<file path="config.mk">
export PLATFORM = sky130hd
export DESIGN_NAME = gpf_top
export DESIGN_NICKNAME = d
export VERILOG_FILES = /design/src/rtl/gpf_pkg.sv /design/src/rtl/gpf_sync.sv /design/src/rtl/gpf_port.sv /design/src/rtl/gpf_top.sv
export VERILOG_INCLUDE_DIRS = /design/src /design/src/rtl
export SDC_FILE = /design/constraint.sdc
export NUM_CORES = 1
export LEC_CHECK = 0
export BUFFER_PORTS_ARGS = -buffer_cell sky130_fd_sc_hd__buf_4
export CAP_MARGIN = 15
export CORE_ASPECT_RATIO = 0.75
export CORE_MARGIN = 2
export CORE_UTILIZATION = 55
export DETAILED_ROUTE_END_ITERATION = 7
export GPL_ROUTABILITY_DRIVEN = 0
export PLACE_DENSITY_LB_ADDON = 0.2
export SLEW_MARGIN = 20
export SYNTH_ARGS = -nofsm -noshare
export SYNTH_HDL_FRONTEND = slang
export SYNTH_HIERARCHICAL = 1
export SYNTH_SLANG_ARGS = --single-unit
</file>
<file path="constraint.sdc">
create_clock -name clk -period 3.1 [get_ports clk]
set_clock_uncertainty 0.15 [all_clocks]
set_input_delay 0.155 -clock clk [delete_from_list [all_inputs] [get_ports clk]]
set_output_delay 0.155 -clock clk [all_outputs]
set_load 0.01 [all_outputs]
</file>
<file path="src/rtl/gpf_params.svh">
// constants for the fast-alias gpio port block: offsets, bases, reset values
// assumes inclusion by bare name from rtl/ files
`ifndef GPF_PARAMS_SVH
`define GPF_PARAMS_SVH

`define GPF_OFS_OUTPUT_LEVEL   8'h00
`define GPF_OFS_OUTPUT_SET     8'h04
`define GPF_OFS_OUTPUT_CLEAR   8'h08
`define GPF_OFS_OUTPUT_TOGGLE  8'h0C
`define GPF_OFS_INPUT_LEVEL    8'h10
`define GPF_OFS_DIRECTION      8'h14
`define GPF_PORT_STRIDE        8'h40
`define GPF_REG_SPAN           8'h18
`define GPF_FAST_BASE          32'hF8000000
`define GPF_PERIPH_BASE        32'h400FF000
`define GPF_WINDOW_MASK        32'hFFFFFF80
`define GPF_RESET_WORD         32'h00000000
`define GPF_ERROR_WAIT         1

`endif

</file>
<file path="src/rtl/gpf_pkg.sv">
// types for the fast-alias gpio port block
// assumes gpf_params.svh is compiled alongside
package gpf_pkg;
  typedef enum logic [1:0] {
    GPF_IDLE = 2'h0,
    GPF_ERR1 = 2'h1,
    GPF_ERR2 = 2'h3
  } gpf_err_t;

  typedef struct packed {
    logic [31:0] out_level;
    logic [31:0] dir;
    logic [31:0] in_level;
  } gpf_port_t;
endpackage

</file>
<file path="src/rtl/gpf_sync.sv">
// three-stage pin synchroniser with agreement filter, one bit per pin
// assumes pins are asynchronous to clk
`timescale 1ns/1ps
`default_nettype none
module gpf_sync
  import gpf_pkg::*;
#(
  parameter int WIDTH = 32
) (
  input  wire logic             clk,
  input  wire logic             rstn,
  input  wire logic [WIDTH-1:0] async_in,
  output var  logic [WIDTH-1:0] sync_out
);
  typedef struct packed {
    logic [WIDTH-1:0] s1;
    logic [WIDTH-1:0] s2;
    logic [WIDTH-1:0] s3;
    logic [WIDTH-1:0] held;
  } gpf_sync_st_t;

  gpf_sync_st_t st_reg;
  gpf_sync_st_t st_next;

  // stage chain; a bit changes only once stages two and three agree
  always_comb begin
    st_next    = st_reg;
    st_next.s1 = async_in;
    st_next.s2 = st_reg.s1;
    st_next.s3 = st_reg.s2;
    for (int i = 0; i < WIDTH; i++) begin
      if (st_reg.s2[i] == st_reg.s3[i]) begin
        st_next.held[i] = st_reg.s3[i];
      end
    end
  end

  always_ff @(posedge clk or negedge rstn) begin
    if (!rstn) begin
      st_reg <= '0;
    end else begin
      st_reg <= st_next;
    end
  end

  assign sync_out = st_reg.held;
endmodule // gpf_sync
`default_nettype wire

</file>
<file path="src/rtl/gpf_port.sv">
// one gpio port: output level, direction, input capture
// assumes writes are single-cycle strobes already decoded by the caller
`timescale 1ns/1ps
`default_nettype none
`include "gpf_params.svh"
module gpf_port
  import gpf_pkg::*;
#(
  parameter logic [31:0] IMPL_MASK = 32'hFFFFFFFF
) (
  input  wire logic        clk,
  input  wire logic        rstn,
  input  wire logic        wr_level,
  input  wire logic        wr_set,
  input  wire logic        wr_clear,
  input  wire logic        wr_toggle,
  input  wire logic        wr_dir,
  input  wire logic [31:0] wdata,
  input  wire logic [31:0] pin_sync,
  input  wire logic [31:0] digital_sel,
  input  wire logic        pcm_enable,
  output var  logic [31:0] out_level,
  output var  logic [31:0] dir,
  output var  logic [31:0] in_level
);
  gpf_port_t st_reg;
  gpf_port_t st_next;

  // register updates; writes act whether or not the port module is enabled
  always_comb begin
    st_next = st_reg;
    if (wr_level) begin
      st_next.out_level = wdata;
    end
    if (wr_set) begin
      st_next.out_level = st_reg.out_level | wdata;
    end
    if (wr_clear) begin
      st_next.out_level = st_reg.out_level & ~wdata;
    end
    if (wr_toggle) begin
      st_next.out_level = st_reg.out_level ^ wdata;
    end
    if (wr_dir) begin
      st_next.dir = wdata;
    end
    // input capture: frozen while disabled, zero when not digital
    if (pcm_enable) begin
      st_next.in_level = pin_sync & digital_sel & IMPL_MASK;
    end
  end

  always_ff @(posedge clk or negedge rstn) begin
    if (!rstn) begin
      st_reg <= '{`GPF_RESET_WORD, `GPF_RESET_WORD, `GPF_RESET_WORD};
    end else begin
      st_reg <= st_next;
    end
  end

  assign out_level = st_reg.out_level;
  assign dir       = st_reg.dir;
  assign in_level  = st_reg.in_level;
endmodule // gpf_port
`default_nettype wire

</file>
<file path="src/rtl/gpf_top.sv">
// gpio block with two ports, reached by a fast alias port and a peripheral port
// assumes: one clock; both access ports give full byte addresses;
// pin mux supplies gpio_fn/digital_sel; pad ring combines out, oe and in
`timescale 1ns/1ps
`default_nettype none
`include "gpf_params.svh"
module gpf_top
  import gpf_pkg::*;
#(
  parameter int          NPORT       = 2,
  parameter logic [31:0] IMPL_MASK_A = 32'hFFFFFFFF,
  parameter logic [31:0] IMPL_MASK_B = 32'hFFFFFFFF
) (
  input  wire logic              clk,
  input  wire logic              rstn,
  // fast core i/o port
  input  wire logic              fio_sel,
  input  wire logic              fio_write,
  input  wire logic [31:0]       fio_addr,
  input  wire logic [31:0]       fio_wdata,
  output var  logic [31:0]       fio_rdata,
  output var  logic              fio_ready,
  output var  logic              fio_error,
  // peripheral bus port
  input  wire logic              per_sel,
  input  wire logic              per_write,
  input  wire logic [31:0]       per_addr,
  input  wire logic [31:0]       per_wdata,
  output var  logic [31:0]       per_rdata,
  output var  logic              per_ready,
  output var  logic              per_error,
  // pins and mux control
  input  wire logic [NPORT*32-1:0] pin_in,
  input  wire logic [NPORT*32-1:0] gpio_fn,
  input  wire logic [NPORT*32-1:0] digital_sel,
  input  wire logic [NPORT-1:0]    pcm_enable,
  output var  logic [NPORT*32-1:0] pin_out,
  output var  logic [NPORT*32-1:0] pin_oe
);
  typedef struct packed {
    gpf_err_t                fio_err;
    gpf_err_t                per_err;
    logic [31:0]             fio_rdata;
    logic                    fio_ready;
    logic                    fio_error;
    logic [31:0]             per_rdata;
    logic                    per_ready;
    logic                    per_error;
    logic [NPORT*32-1:0]     pin_out;
    logic [NPORT*32-1:0]     pin_oe;
  } gpf_top_st_t;

  gpf_top_st_t st_reg;
  gpf_top_st_t st_next;

  logic [NPORT*32-1:0] pin_sync;
  logic [NPORT*32-1:0] lvl_all;
  logic [NPORT*32-1:0] dir_all;
  logic [NPORT*32-1:0] in_all;
  logic [NPORT-1:0]    wr_level;
  logic [NPORT-1:0]    wr_set;
  logic [NPORT-1:0]    wr_clear;
  logic [NPORT-1:0]    wr_toggle;
  logic [NPORT-1:0]    wr_dir;
  logic [31:0]         wdata;
  logic                fio_hit;
  logic                per_hit;
  logic                fio_valid;
  logic                per_valid;
  logic [31:0]         fio_off;
  logic [31:0]         per_off;

  // pin synchroniser for all ports
  gpf_sync #(
    .WIDTH (NPORT*32)
  ) u_sync (
    .clk      (clk),
    .rstn     (rstn),
    .async_in (pin_in),
    .sync_out (pin_sync)
  );

  // address checks: window hit and offset inside a defined register
  function automatic logic reg_ok(input logic [31:0] off);
    logic [7:0] lo;
    logic [7:0] port;
    lo   = {2'h0, off[5:0]};
    port = {2'h0, off[7:6]};
    reg_ok = (off[1:0] == 2'h0) && (lo < `GPF_REG_SPAN) &&
             ({24'h0, port} < NPORT) && (off[31:8] == 24'h0);
  endfunction

  assign fio_off   = fio_addr - `GPF_FAST_BASE;
  assign per_off   = per_addr - `GPF_PERIPH_BASE;
  assign fio_hit   = fio_sel && (st_reg.fio_err == GPF_IDLE);
  assign per_hit   = per_sel && (st_reg.per_err == GPF_IDLE) && !(fio_hit && fio_write);
  assign fio_valid = fio_hit && reg_ok(fio_off);
  assign per_valid = per_hit && reg_ok(per_off);
  assign wdata     = (fio_valid && fio_write) ? fio_wdata : per_wdata;

  // one write strobe set per port; fast port wins a same-cycle collision
  generate
    for (genvar p = 0; p < NPORT; p++) begin : g_port
      logic        fw;
      logic        pw;
      logic [7:0]  fo;
      logic [7:0]  po;
      logic [7:0]  sel_o;
      localparam logic [31:0] PORT_MASK = (p == 0) ? IMPL_MASK_A : IMPL_MASK_B;
      assign fw    = fio_valid && fio_write && (fio_off[7:6] == 2'(p));
      assign pw    = per_valid && per_write && (per_off[7:6] == 2'(p));
      assign fo    = {2'h0, fio_off[5:0]};
      assign po    = {2'h0, per_off[5:0]};
      assign sel_o = fw ? fo : po;
      assign wr_level[p]  = (fw || pw) && (sel_o == `GPF_OFS_OUTPUT_LEVEL);
      assign wr_set[p]    = (fw || pw) && (sel_o == `GPF_OFS_OUTPUT_SET);
      assign wr_clear[p]  = (fw || pw) && (sel_o == `GPF_OFS_OUTPUT_CLEAR);
      assign wr_toggle[p] = (fw || pw) && (sel_o == `GPF_OFS_OUTPUT_TOGGLE);
      assign wr_dir[p]    = (fw || pw) && (sel_o == `GPF_OFS_DIRECTION);

      // the implemented-pin mask is fixed per port, so it goes down as a parameter
      gpf_port #(
        .IMPL_MASK (PORT_MASK)
      ) u_port (
        .clk         (clk),
        .rstn        (rstn),
        .wr_level    (wr_level[p]),
        .wr_set      (wr_set[p]),
        .wr_clear    (wr_clear[p]),
        .wr_toggle   (wr_toggle[p]),
        .wr_dir      (wr_dir[p]),
        .wdata       (wdata),
        .pin_sync    (pin_sync[p*32 +: 32]),
        .digital_sel (digital_sel[p*32 +: 32]),
        .pcm_enable  (pcm_enable[p]),
        .out_level   (lvl_all[p*32 +: 32]),
        .dir         (dir_all[p*32 +: 32]),
        .in_level    (in_all[p*32 +: 32])
      );
    end
  endgenerate

  // read multiplexer; write-only locations read zero
  function automatic logic [31:0] rd_word(input logic [31:0] off,
                                          input logic [NPORT*32-1:0] lv,
                                          input logic [NPORT*32-1:0] dr,
                                          input logic [NPORT*32-1:0] il);
    logic [31:0] r;
    int          p;
    r = 32'h00000000;
    p = int'(off[7:6]);
    if (p < NPORT) begin
      case ({2'h0, off[5:0]})
        `GPF_OFS_OUTPUT_LEVEL: r = lv[p*32 +: 32];
        `GPF_OFS_INPUT_LEVEL:  r = il[p*32 +: 32];
        `GPF_OFS_DIRECTION:    r = dr[p*32 +: 32];
        default:               r = 32'h00000000;
      endcase
    end
    rd_word = r;
  endfunction

  // answer state and pin drive
  always_comb begin
    st_next = st_reg;
    // fast port: valid answers in zero wait states, errors after one
    st_next.fio_ready = 1'b0;
    st_next.fio_error = 1'b0;
    st_next.fio_rdata = 32'h00000000;
    case (st_reg.fio_err)
      GPF_IDLE: begin
        if (fio_valid) begin
          st_next.fio_ready = 1'b1;
          st_next.fio_rdata = fio_write ? 32'h00000000 :
                              rd_word(fio_off, lvl_all, dir_all, in_all);
        end else if (fio_hit) begin
          st_next.fio_err = GPF_ERR1;
        end
      end
      GPF_ERR1: begin
        st_next.fio_ready = 1'b1;
        st_next.fio_error = 1'b1;
        st_next.fio_err   = GPF_ERR2;
      end
      GPF_ERR2: st_next.fio_err = GPF_IDLE;
      default:  st_next.fio_err = GPF_IDLE;
    endcase
    // peripheral port: same map and behaviour
    st_next.per_ready = 1'b0;
    st_next.per_error = 1'b0;
    st_next.per_rdata = 32'h00000000;
    case (st_reg.per_err)
      GPF_IDLE: begin
        if (per_valid) begin
          st_next.per_ready = 1'b1;
          st_next.per_rdata = per_write ? 32'h00000000 :
                              rd_word(per_off, lvl_all, dir_all, in_all);
        end else if (per_hit) begin
          st_next.per_err = GPF_ERR1;
        end
      end
      GPF_ERR1: begin
        st_next.per_ready = 1'b1;
        st_next.per_error = 1'b1;
        st_next.per_err   = GPF_ERR2;
      end
      GPF_ERR2: st_next.per_err = GPF_IDLE;
      default:  st_next.per_err = GPF_IDLE;
    endcase
    // pins: drive level only where gpio function and direction out
    st_next.pin_oe  = dir_all & gpio_fn;
    st_next.pin_out = lvl_all;
  end

  always_ff @(posedge clk or negedge rstn) begin
    if (!rstn) begin
      st_reg <= '0;
    end else begin
      st_reg <= st_next;
    end
  end

  assign fio_rdata = st_reg.fio_rdata;
  assign fio_ready = st_reg.fio_ready;
  assign fio_error = st_reg.fio_error;
  assign per_rdata = st_reg.per_rdata;
  assign per_ready = st_reg.per_ready;
  assign per_error = st_reg.per_error;
  assign pin_out   = st_reg.pin_out;
  assign pin_oe    = st_reg.pin_oe;
endmodule // gpf_top
`default_nettype wire

</file>
-- Word-level counts from Yosys, hierarchy flattened
Cells that the tools add are included.
- register bits after elaboration: 648
- input bits: 328
- output and inout port bits: 196
- word-level logic and storage cells: 269
- $add $sub $neg: 2
- reductions and logical operators: 47
- bitwise gates (word level): 10
- shift operators: 6
- muxes and demuxes: 31
- $lt $le $gt $ge: 6
- equal/unequal tests: 84
- operator list (kind ; count):
    $mux 32 ; 15
    $shiftx 64x8->32 ; 6
    $pmux 32 s3 ; 2
    $and 32x32->32 ; 4
    $mux 33 ; 2
    $and 64x64->64 ; 1
    $eq 1x1->1 ; 64
    $or 32x32->32 ; 2
    $xor 32x32->32 ; 2
    $logic_not 24->1 ; 2
    $eq 6x5->1 const B ; 6
    $not 32->32 ; 1
    $sub 32x31->32 const B ; 1
    $sub 32x32->32 const B ; 1
    $logic_and 1x1->1 ; 28
    $eq 6x4->1 const B ; 4
    $logic_not 8->1 ; 2
    $eq 6x3->1 const B ; 2
    $logic_not 2->1 ; 6
    $logic_not 6->1 ; 2
    $lt 6x5->1 const B ; 2
    $mux 6 ; 2
    $eq 2x1->1 const B ; 4
    $lt 2x2->1 const B ; 4
    9 further kinds ; 21

-- Logic depth before layout (Yosys ltp)
Gate-level depths: netlist of run 1.
- depth in word-level cells: 15
- gate-level depth with buffers: 12
- depth with buffers taken out: 11

-- Hierarchy
The synthesis of run 1 kept the hierarchy.
- modules (own cells, without submodules) (module ; area each (µm²) ; seq. area each (µm²) ; cells each ; times used):
    gpf_top ; 11063.1 ; 5004.8 ; 890 ; 1
    gpf_port ; 5445.2 ; 2402.3 ; 549 ; 2
    gpf_sync ; 7607.3 ; 6406.1 ; 384 ; 1

-- Worst setup path after synthesis of run 1
No wires, ideal clock.
- kind: input -> register
- start: input port fio_addr[27]
- end: register g_port[0].u_port.st_reg (netlist bit g_port[0].u_port/out_level[30])
- stages on the path: 11
- setup slack: 0.246 ns
- arrival time: 2.578 ns
- required time: 2.824 ns
- path through: ha_1 -> or4_4 -> a2111oi_2 -> nand2_1 -> buf_2 -> mux2_2 -> inv_1 -> ha_1 -> nand2_1 -> o21ai_0 -> a221o_1
- RTL lines (item ; RTL line ; text):
    start, declared ; gpf_top.sv:19 ; input wire logic [31:0] fio_addr,
    $sub 32x32->32 (no source line) * ; -- ;
    $logic_not 24->1 * ; gpf_top.sv:90 ; ({24'h0, port} < NPORT) && (off[31:8] == 24'h0);
    $logic_and 1x1->1 * ; gpf_top.sv:89 ; reg_ok = (off[1:0] == 2'h0) && (lo < `GPF_REG_SPAN) &&
    $logic_and 1x1->1 * ; gpf_top.sv:97 ; assign fio_valid = fio_hit && reg_ok(fio_off);
    $logic_and 1x1->1 * ; gpf_top.sv:99 ; assign wdata = (fio_valid && fio_write) ? fio_wdata : per_wdata;
    $mux 32 * ; gpf_top.sv:99 ;
    named net wdata[30] ; gpf_top.sv:65 ; logic [31:0] wdata;
    $mux 32 (tied with other cells) ; gpf_port.sv:32 ; if (wr_level) begin
    $mux 32 or $and 32x32->32 (tied branches) ; gpf_port.sv:35, gpf_port.sv:39 ;
    $mux 32 ; gpf_port.sv:38 ; if (wr_clear) begin
    $mux 32 * ; gpf_port.sv:41 ; if (wr_toggle) begin
    end signal, assigned ; gpf_port.sv:55 ; st_reg <= '{`GPF_RESET_WORD, `GPF_RESET_WORD, `GPF_RESET_WORD};
    end signal, assigned ; gpf_port.sv:57 ; st_reg <= st_next;
    end, declared ; gpf_port.sv:26 ; gpf_port_t st_reg;
Mark *: on every way through the listed nets, which the timed path passes. The rest lies on a longest branch. The select of a mux whose other input is x is not followed.
A chain may end at the register's enable or synchronous reset.

-- Worst setup path in the final report of run 1
- start: register st_reg[198] in the netlist's numbering
- end: register g_port[1].u_port.st_reg (netlist bit g_port[1].u_port/out_level[10])
- RTL lines (item ; RTL line ; text):
    start, declared ; gpf_top.sv:53 ; gpf_top_st_t st_reg;
    start signal, assigned ; gpf_top.sv:219 ; st_reg <= st_next;
    $logic_not 2->1 * ; gpf_top.sv:95 ; assign fio_hit = fio_sel && (st_reg.fio_err == GPF_IDLE);
    $logic_and 1x1->1 * ; gpf_top.sv:95 ;
    $logic_and 1x1->1 * ; gpf_top.sv:97 ;
    $logic_and 1x1->1 * ; gpf_top.sv:99 ;
    $mux 32 * ; gpf_top.sv:99 ;
    named net wdata[10] ; gpf_top.sv:65 ;
    $mux 32 (tied with other cells) ; gpf_port.sv:32 ;
    $mux 32 or $and 32x32->32 (tied branches) ; gpf_port.sv:35, gpf_port.sv:39 ;
    $mux 32 ; gpf_port.sv:38 ;
    $mux 32 * ; gpf_port.sv:41 ;
    end signal, assigned ; gpf_port.sv:55 ;
    end signal, assigned ; gpf_port.sv:57 ;
    end, declared ; gpf_port.sv:26 ;
Marked as above.

==> results.tsv, run 1 <==
stage	metric	value	unit
synthesis	Synthesis Warnings	6	
sta	Final Max Tran Viols	0	
sta	Final Hold Fails	0	
critical_path	worst path cell trace	nor3b_2 > buf_4 > nand3_1 > a2111oi_4 > nand2_2 > buf_4 > mux2_2 > inv_1 > ha_1 > a22oi_1 > o211ai_2	
cells_and_area	Layout fillers	3414	
critical_path	slowest CP cell	dfrtp_1	
cells_and_area	proportion of layout cells with a drive suffix above 1	34.4	%
cells_and_area	Final Core Density	71.9	%
synthesis	top_reg_cell synth	dfrtp_1	
cts	clock sinks	648	
routing	DRC Markers	0	
worst_hold_path	worst hold stages	3	
die	Core Region	53100	um^2
place	dpl hpwl	52500	um
cells_and_area	Largest register FFs	128	
die	# IOs	524	
routing	DR vias/cell	5.48	
critical_path	worst path required time	3460	ps
cts	clock-pin slew on the worst setup and hold paths	70	ps
global_route	Tot GR Track Use	29.7	%
synthesis	post-synth cell types	60	
routing	initial DRC count	1416	
place	dpl cells	3347	
synthesis	number of synthesized flops with an enable pin	0	
critical_path	worst r2r src	st_reg[198]$_DFFE_PN0P_	
cells_and_area	Multi-input gate area	10300	um^2
power_and_ir_drop	Pleak	18.1	nW
cells_and_area	Cell Count, Final, Fillers Out	3750	
critical_path	FF-to-FF setup slack	80	ps
power_and_ir_drop	Worst VDD drop	0.000451	V
cts	Worst-Skew Late Latency	630	ps
synthesis	synthesized area	29600	um^2
critical_path	worst reg2reg path depth	11	
cts	total number of H-tree levels	2	
critical_path	worst r2r dst	g_port[1].u_port/out_level[10]$_DFFE_PN0P_	
critical_path	max incr delay on CP	400	ps
die	die height	205	um
die	die width	272	um
sta	Setup-failing EPs final	0	
die	Die ar.	55600	um^2
routing	antenna viol nets, final	0	
place	Buffers on Ports	523	
routing	DR vias	20500	
routing	WL/cell	21.9	um
cts	CTS Root Cell	clkbuf_16	
power_and_ir_drop	cell area power density	485	nW/um^2
cts	Clock Tree Buf Depth	3	
cts	CTS Buf Count	60	
routing	routed wire length	82200	um
worst_hold_path	Hold Crit Start	pcm_enable[0]	
critical_path	delay-heaviest family, CP	compound AO/OA/AOI/OAI gates	
sta	worst-margin pin slew	1030	ps
global_route	global-route wire length before repair	126000	um
cells_and_area	Design Area, Final	38200	um^2
global_route	GRT overflow	0	
status	outcome	finished clean	
power_and_ir_drop	total power	18.5	mW
critical_path	crit path kind	reg2reg	
sta	period utilization	97.4	%
global_route	largest net degree at the start of global routing	92	
job	MaxCap Viol Count	0	
critical_path	Worst setup SP type	flop	
critical_path	crit-path max FO	8	
die	effective utilization at floorplan	55.7	%
place	Placed Instance Area	33100	um^2
worst_hold_path	hold endpoint	g_port[0].u_port/in_level[30]$_DFFE_PN0P_	
critical_path	crit path buf inv count	3	
synthesis	post-synthesis sequential area ratio	54.9	%
sta	Tmin final	3020	ps
synthesis	Avg Synthesized Cell Area	12.5	um^2
sta	Rel. slew slack	31.2	%
critical_path	Stages on worst setup path	11	
cells_and_area	Total Nets Final	3444	
sta	setup TNS	0	ps
critical_path	CP arrival	3380	ps
cts	CTS tree	done	
critical_path	CP dominant cell by count	buf_4	
synthesis	Syn Nets	2829	
cells_and_area	Area growth syn-to-layout	29.1	%
die	Placement Rows	73	
cells_and_area	register area	16200	um^2
global_route	vias in the first global route	22400	
synthesis	register bit total from synthesis	648	
synthesis	synthesized netlist cell count	2372	
critical_path	nature of the critical path endpoint	flop	
routing	drt first pass iters	5	
global_route	antenna violations before repair	0	
synthesis	asr flop ratio synth	100	%
worst_hold_path	Hold Crit Class	in2reg	
sta	fmax	331	MHz
[final cells by class]
class                      count  area share (%)
sequential                   648            42.5
multi-input combinational   1158            26.9
timing repair buffer         916            20.8
clock buffer                  80            4.39
tap                          712            2.33
inverter                     203            2.00
clock inverter                32            1.05
antenna                        1         0.00656
[stage by stage]
stage          hold slack (ps)  setup WS, ps
2_1_floorplan             -291           246
3_3_place_gp              55.8          -119
3_5_place_dp              62.6          -239
4_1_cts                  0.599          23.8
5_1_grt                   4.24         -33.0
6_report                  19.6          80.1
[placed cells by master (no fill, tap or decap), types with 70 or more instances in the layout]
| cell type | instances |
|---|---|
| buf_4 | 598 |
| dfrtp_1 | 648 |
| dlygate4sd3_1 | 288 |
| ha_1 | 129 |
| inv_1 | 203 |
| mux2_2 | 92 |
| nand2_1 | 127 |
| nand3_1 | 70 |
| nor2_1 | 73 |
| o21ai_0 | 129 |
[synth_stat cells (all sizes together), types with 42 or more instances]
| master | count | share of area, % |
|---|---|---|
| o211ai | 62 | 2.1 |
| nand3 | 70 | 1.2 |
| mux2i | 64 | 2.2 |
| nand2 | 128 | 1.6 |
| clkbuf | 42 | 0.53 |
| nor2 | 75 | 0.97 |
| o21ai | 131 | 2.2 |
| mux2 | 96 | 3.7 |
| buf | 322 | 7.9 |
| dfrtp | 648 | 55 |
| maj3 | 64 | 2.4 |
| ha | 129 | 5.5 |
| inv | 203 | 2.6 |
| a211oi | 66 | 2.2 |
| and2 | 64 | 1.4 |
| a22oi | 58 | 1.5 |
| mux4 | 64 | 4.9 |
[repair_timing]
item	in CTS	in global routing
hold buffers	288	0
pin swaps	0	1
setup endpoints to repair	1	65
gates resized for setup	1	6
hold endpoints to repair	670	0
gates cloned	0	1
setup buffers	0	1
[how the worst max path moves through the flow]
| stage | start | endpoint | slack, ps |
|---|---|---|---|
| 5_1_grt | st_reg[198]$_DFFE_PN0P_ | g_port[1].u_port/out_level[2]$_DFFE_PN0P_ | -30 |
| 4_1_cts | st_reg[198]$_DFFE_PN0P_ | g_port[1].u_port/out_level[24]$_DFFE_PN0P_ | 20 |
| 6_report | st_reg[198]$_DFFE_PN0P_ | g_port[1].u_port/out_level[10]$_DFFE_PN0P_ | 80 |
| 3_3_place_gp | fio_addr[27] | g_port[1].u_port/out_level[10]$_DFFE_PN0P_ | -120 |
| 2_1_floorplan | fio_addr[27] | g_port[0].u_port/out_level[30]$_DFFE_PN0P_ | 250 |
| 3_5_place_dp | fio_addr[27] | g_port[1].u_port/out_level[10]$_DFFE_PN0P_ | -240 |
[cells by family (layout without fill, tap and decap cells)]
kind of cell             Yosys count  in the layout  share of synthesized area [%]
multiplexers                     224            224                           10.7
AO/OA/AOI/OAI                    347            347                           8.89
AND/OR/NAND/NOR                  392            393                           6.58
buffers and inverters            567           1231                           11.0
flip-flops                       648            648                           54.9
adder cells (fa/ha/maj)          193            193                           7.90
other                              0              1                              0
XOR/XNOR                           1              1                         0.0296
[where the power goes]
group	internal [mW]	switching (mW)	leakage (nW)
clock network	4.41	3.36	1.02
logic	0.955	0.775	8.77
registers	8.80	0.217	8.35
[tightest hold or removal path: cells and delay by family]
kind            cells  cell delay, ps
simple gates        1             180
buf+inv             1             320
compound gates      1              70
[metal layers]
| metal | routed length (um) | vias up | track usage (%) | part of all wire (%) |
|---|---|---|---|---|
| li1 | - | 9108 | - | - |
| met1 | 32000 | 10600 | 36.9 | 39 |
| met2 | 43300 | 658 | 52.7 | 53 |
| met3 | 4400 | 174 | 4.63 | 5.4 |
| met4 | 2530 | 0 | 10.8 | 3.1 |
| met5 | 0 | - | 0 | 0 |
Power figures use the tool's default switching activity.
==> inputs of run 2 (changes only) <==
CORE_ASPECT_RATIO = 0.5   (was 0.75)
CORE_UTILIZATION = 56   (was 55)
==> run 2 against run 1 <==
Net effect:
- the run now ends with negative hold slack left
- critical path depth is 1 higher
- final cell count is 0.61% higher
- maximum frequency is 1.4% higher
- count of clock-buffer cells in the layout is the same
- cell area grew 0.61%
- die area shrank 1.6%
- combinational power hardly changed
- register-to-register slack improved by 40 ps
- clock power fell by 3%
- non-clock buffer count up 38
- largest power group unchanged
- highest routed layer is now met5
==> results.tsv, run 2 (same netlist as run 1, synthesis figures left out) <==
stage	metric	value	unit
status	outcome	finished, violations left	
status	failing checks	negative hold slack	
die	Placement Rows	59	
die	die width	329	um
sta	Final Max Tran Viols	0	
sta	Rel. slew slack	28.6	%
cts	clock-pin slew on the worst setup and hold paths	70	ps
die	Die ar.	54800	um^2
sta	fmax	336	MHz
sta	Tmin final	2980	ps
routing	DR vias/cell	5.61	
critical_path	slowest CP cell	dfrtp_1	
cts	Clock Tree Buf Depth	3	
die	die height	166	um
worst_hold_path	Hold Crit Class	in2async	
sta	worst-case hold slack	-20.3	ps
cts	total number of H-tree levels	2	
cells_and_area	Layout fillers	3349	
global_route	antenna violations before repair	7	
cells_and_area	Total Nets Final	3477	
place	Buffers on Ports	523	
routing	antenna viol nets, final	0	
routing	routed wire length	87700	um
cts	clock sinks	648	
cts	Worst-Skew Late Latency	630	ps
cells_and_area	Multi-input gate area	10200	um^2
sta	period utilization	96.0	%
critical_path	worst path cell trace	nor3b_2 > buf_4 > nand3_1 > a2111oi_4 > nand2_2 > buf_12 > mux2_2 > inv_1 > ha_1 > nand2_1 > o21ai_0 > a221o_1	
cells_and_area	Area growth syn-to-layout	29.9	%
cells_and_area	commonest non-fill, non-tap cells in the layout	dfrtp_1 (648), buf_4 (621), dlygate4sd3_1 (295), inv_1 (203)	
place	Placement Setup Slack	-199	ps
cts	CTS Root Cell	clkbuf_16	
place	Placed Instance Area	33400	um^2
critical_path	crit-path max FO	12	
routing	DRC Markers	0	
critical_path	CP arrival	3310	ps
cells_and_area	Design Area, Final	38400	um^2
global_route	GRT overflow	0	
cells_and_area	Largest register FFs	128	
routing	drt first pass iters	7	
die	effective utilization at floorplan	56.8	%
critical_path	worst path required time	3440	ps
global_route	global-route wire length before repair	133000	um
sta	Final Hold Fails	13	
power_and_ir_drop	Worst VDD drop	0.000559	V
job	MaxCap Viol Count	0	
sta	post-route setup slack	123	ps
cells_and_area	most common cell after layout, fill and taps aside	dfrtp_1	
critical_path	crit path kind	reg2reg	
cells_and_area	proportion of layout cells with a drive suffix above 1	34.7	%
place	dpl hpwl	58100	um
power_and_ir_drop	Pleak	18.3	nW
die	# IOs	524	
global_route	largest net degree at the start of global routing	81	
critical_path	Worst setup SP type	flop	
global_route	vias in the first global route	22300	
cts	CTS tree	done	
sta	worst-margin pin slew	1070	ps
cts	CTS Buf Count	56	
cells_and_area	register area	16200	um^2
routing	DR vias	21200	
routing	WL/cell	23.3	um
critical_path	nature of the critical path endpoint	flop	
power_and_ir_drop	cell area power density	478	nW/um^2
die	Core Region	52000	um^2
critical_path	max incr delay on CP	430	ps
global_route	Tot GR Track Use	32.3	%
sta	Setup-failing EPs final	0	
routing	initial DRC count	1834	
-- run 2: cell count changes in the layout (fill, tap and decap cells not counted), moves of 3 or more --
cell,previous run,this run
clkbuf_16,60,57
dlygate4sd3_1,288,295
diode_2,1,5
buf_12,27,32
buf_4,598,621
clkbuf_8,10,13
-- run 2: worst paths after layout --
kind                                          startpoint                                    endpoint  slack (ps)  cells after the start
min in group clk                               pin_in[9]               u_sync/st_next[137]$_DFF_PN0_          30                      2
setup reg to reg                 st_reg[199]$_DFFE_PN0P_  g_port[0].u_port/out_level[30]$_DFFE_PN0P_         120                     12
hold / removal                                      rstn                        pin_oe[28]$_DFF_PN0_         -20                      2
hold reg to reg            u_sync/st_next[148]$_DFF_PN0_                u_sync/st_next[84]$_DFF_PN0_         190                      0
max in group asynchronous                           rstn                 u_sync/st_reg[68]$_DFF_PN0_        1830                      3
setup / recovery                 st_reg[199]$_DFFE_PN0P_  g_port[0].u_port/out_level[30]$_DFFE_PN0P_         120                     12
-- run 2: per-layer routing --
layer	global-route usage [%]	up-vias	share of wire, %
met5	0	-	0.031
met4	12.3	4	3.8
met3	6.28	217	7.6
met2	52.7	897	48
met1	43.1	10900	40
li1	-	9169	-
-- run 2: layout make-up --
cell class,count,share of cell area (%)
antenna,5,0.0326
clock buffer,80,4.28
clock inverter,25,0.867
inverter,203,1.98
multi-input combinational,1157,26.7
sequential,648,42.2
tap,701,2.28
timing repair buffer,954,21.7
-- run 2: worst max-delay path, delay by kind of cell (launching register included) --
kind            cells  cell delay, ps
compound gates      3             760
fa+ha+maj           1             230
buf+inv             3             450
flops               1             430
mux                 1             310
simple gates        4             520
-- run 2: what timing repair did --
item                                    in CTS  in global routing
cloned                                       0                  1
buffers inserted                             0                  4
resized for setup                            1                  5
pin swaps                                    0                  3
endpoints found under the setup margin       1                 58
hold endpoints to repair                   810                  0
hold buffers                               295                  0
-- run 2: power by group --
group / switching [mW] / internal [mW] / leakage (nW) / total [mW]
registers: 0.239 / 8.79 / 8.35 / 9.03
clock network: 3.34 / 4.22 / 0.969 / 7.57
logic: 0.794 / 0.963 / 8.98 / 1.76
total: 4.38 / 14.0 / 18.3 / 18.4
-- run 2: metrics by stage --
stage	instances	utilization (%)	power, mW	hold WS [ps]	setup TNS [ps]
CTS	3763	73.6	18.3	0.0598	0
detailed placement	3363	64.1	10.6	45.9	-10580
global route	3773	73.8	19.0	10.4	-4.48
finish	3773	73.8	18.4	-20.3	0
global placement	3363	64.1	10.5	48.6	-4280
floorplan	2372	-	9.79	-291	0
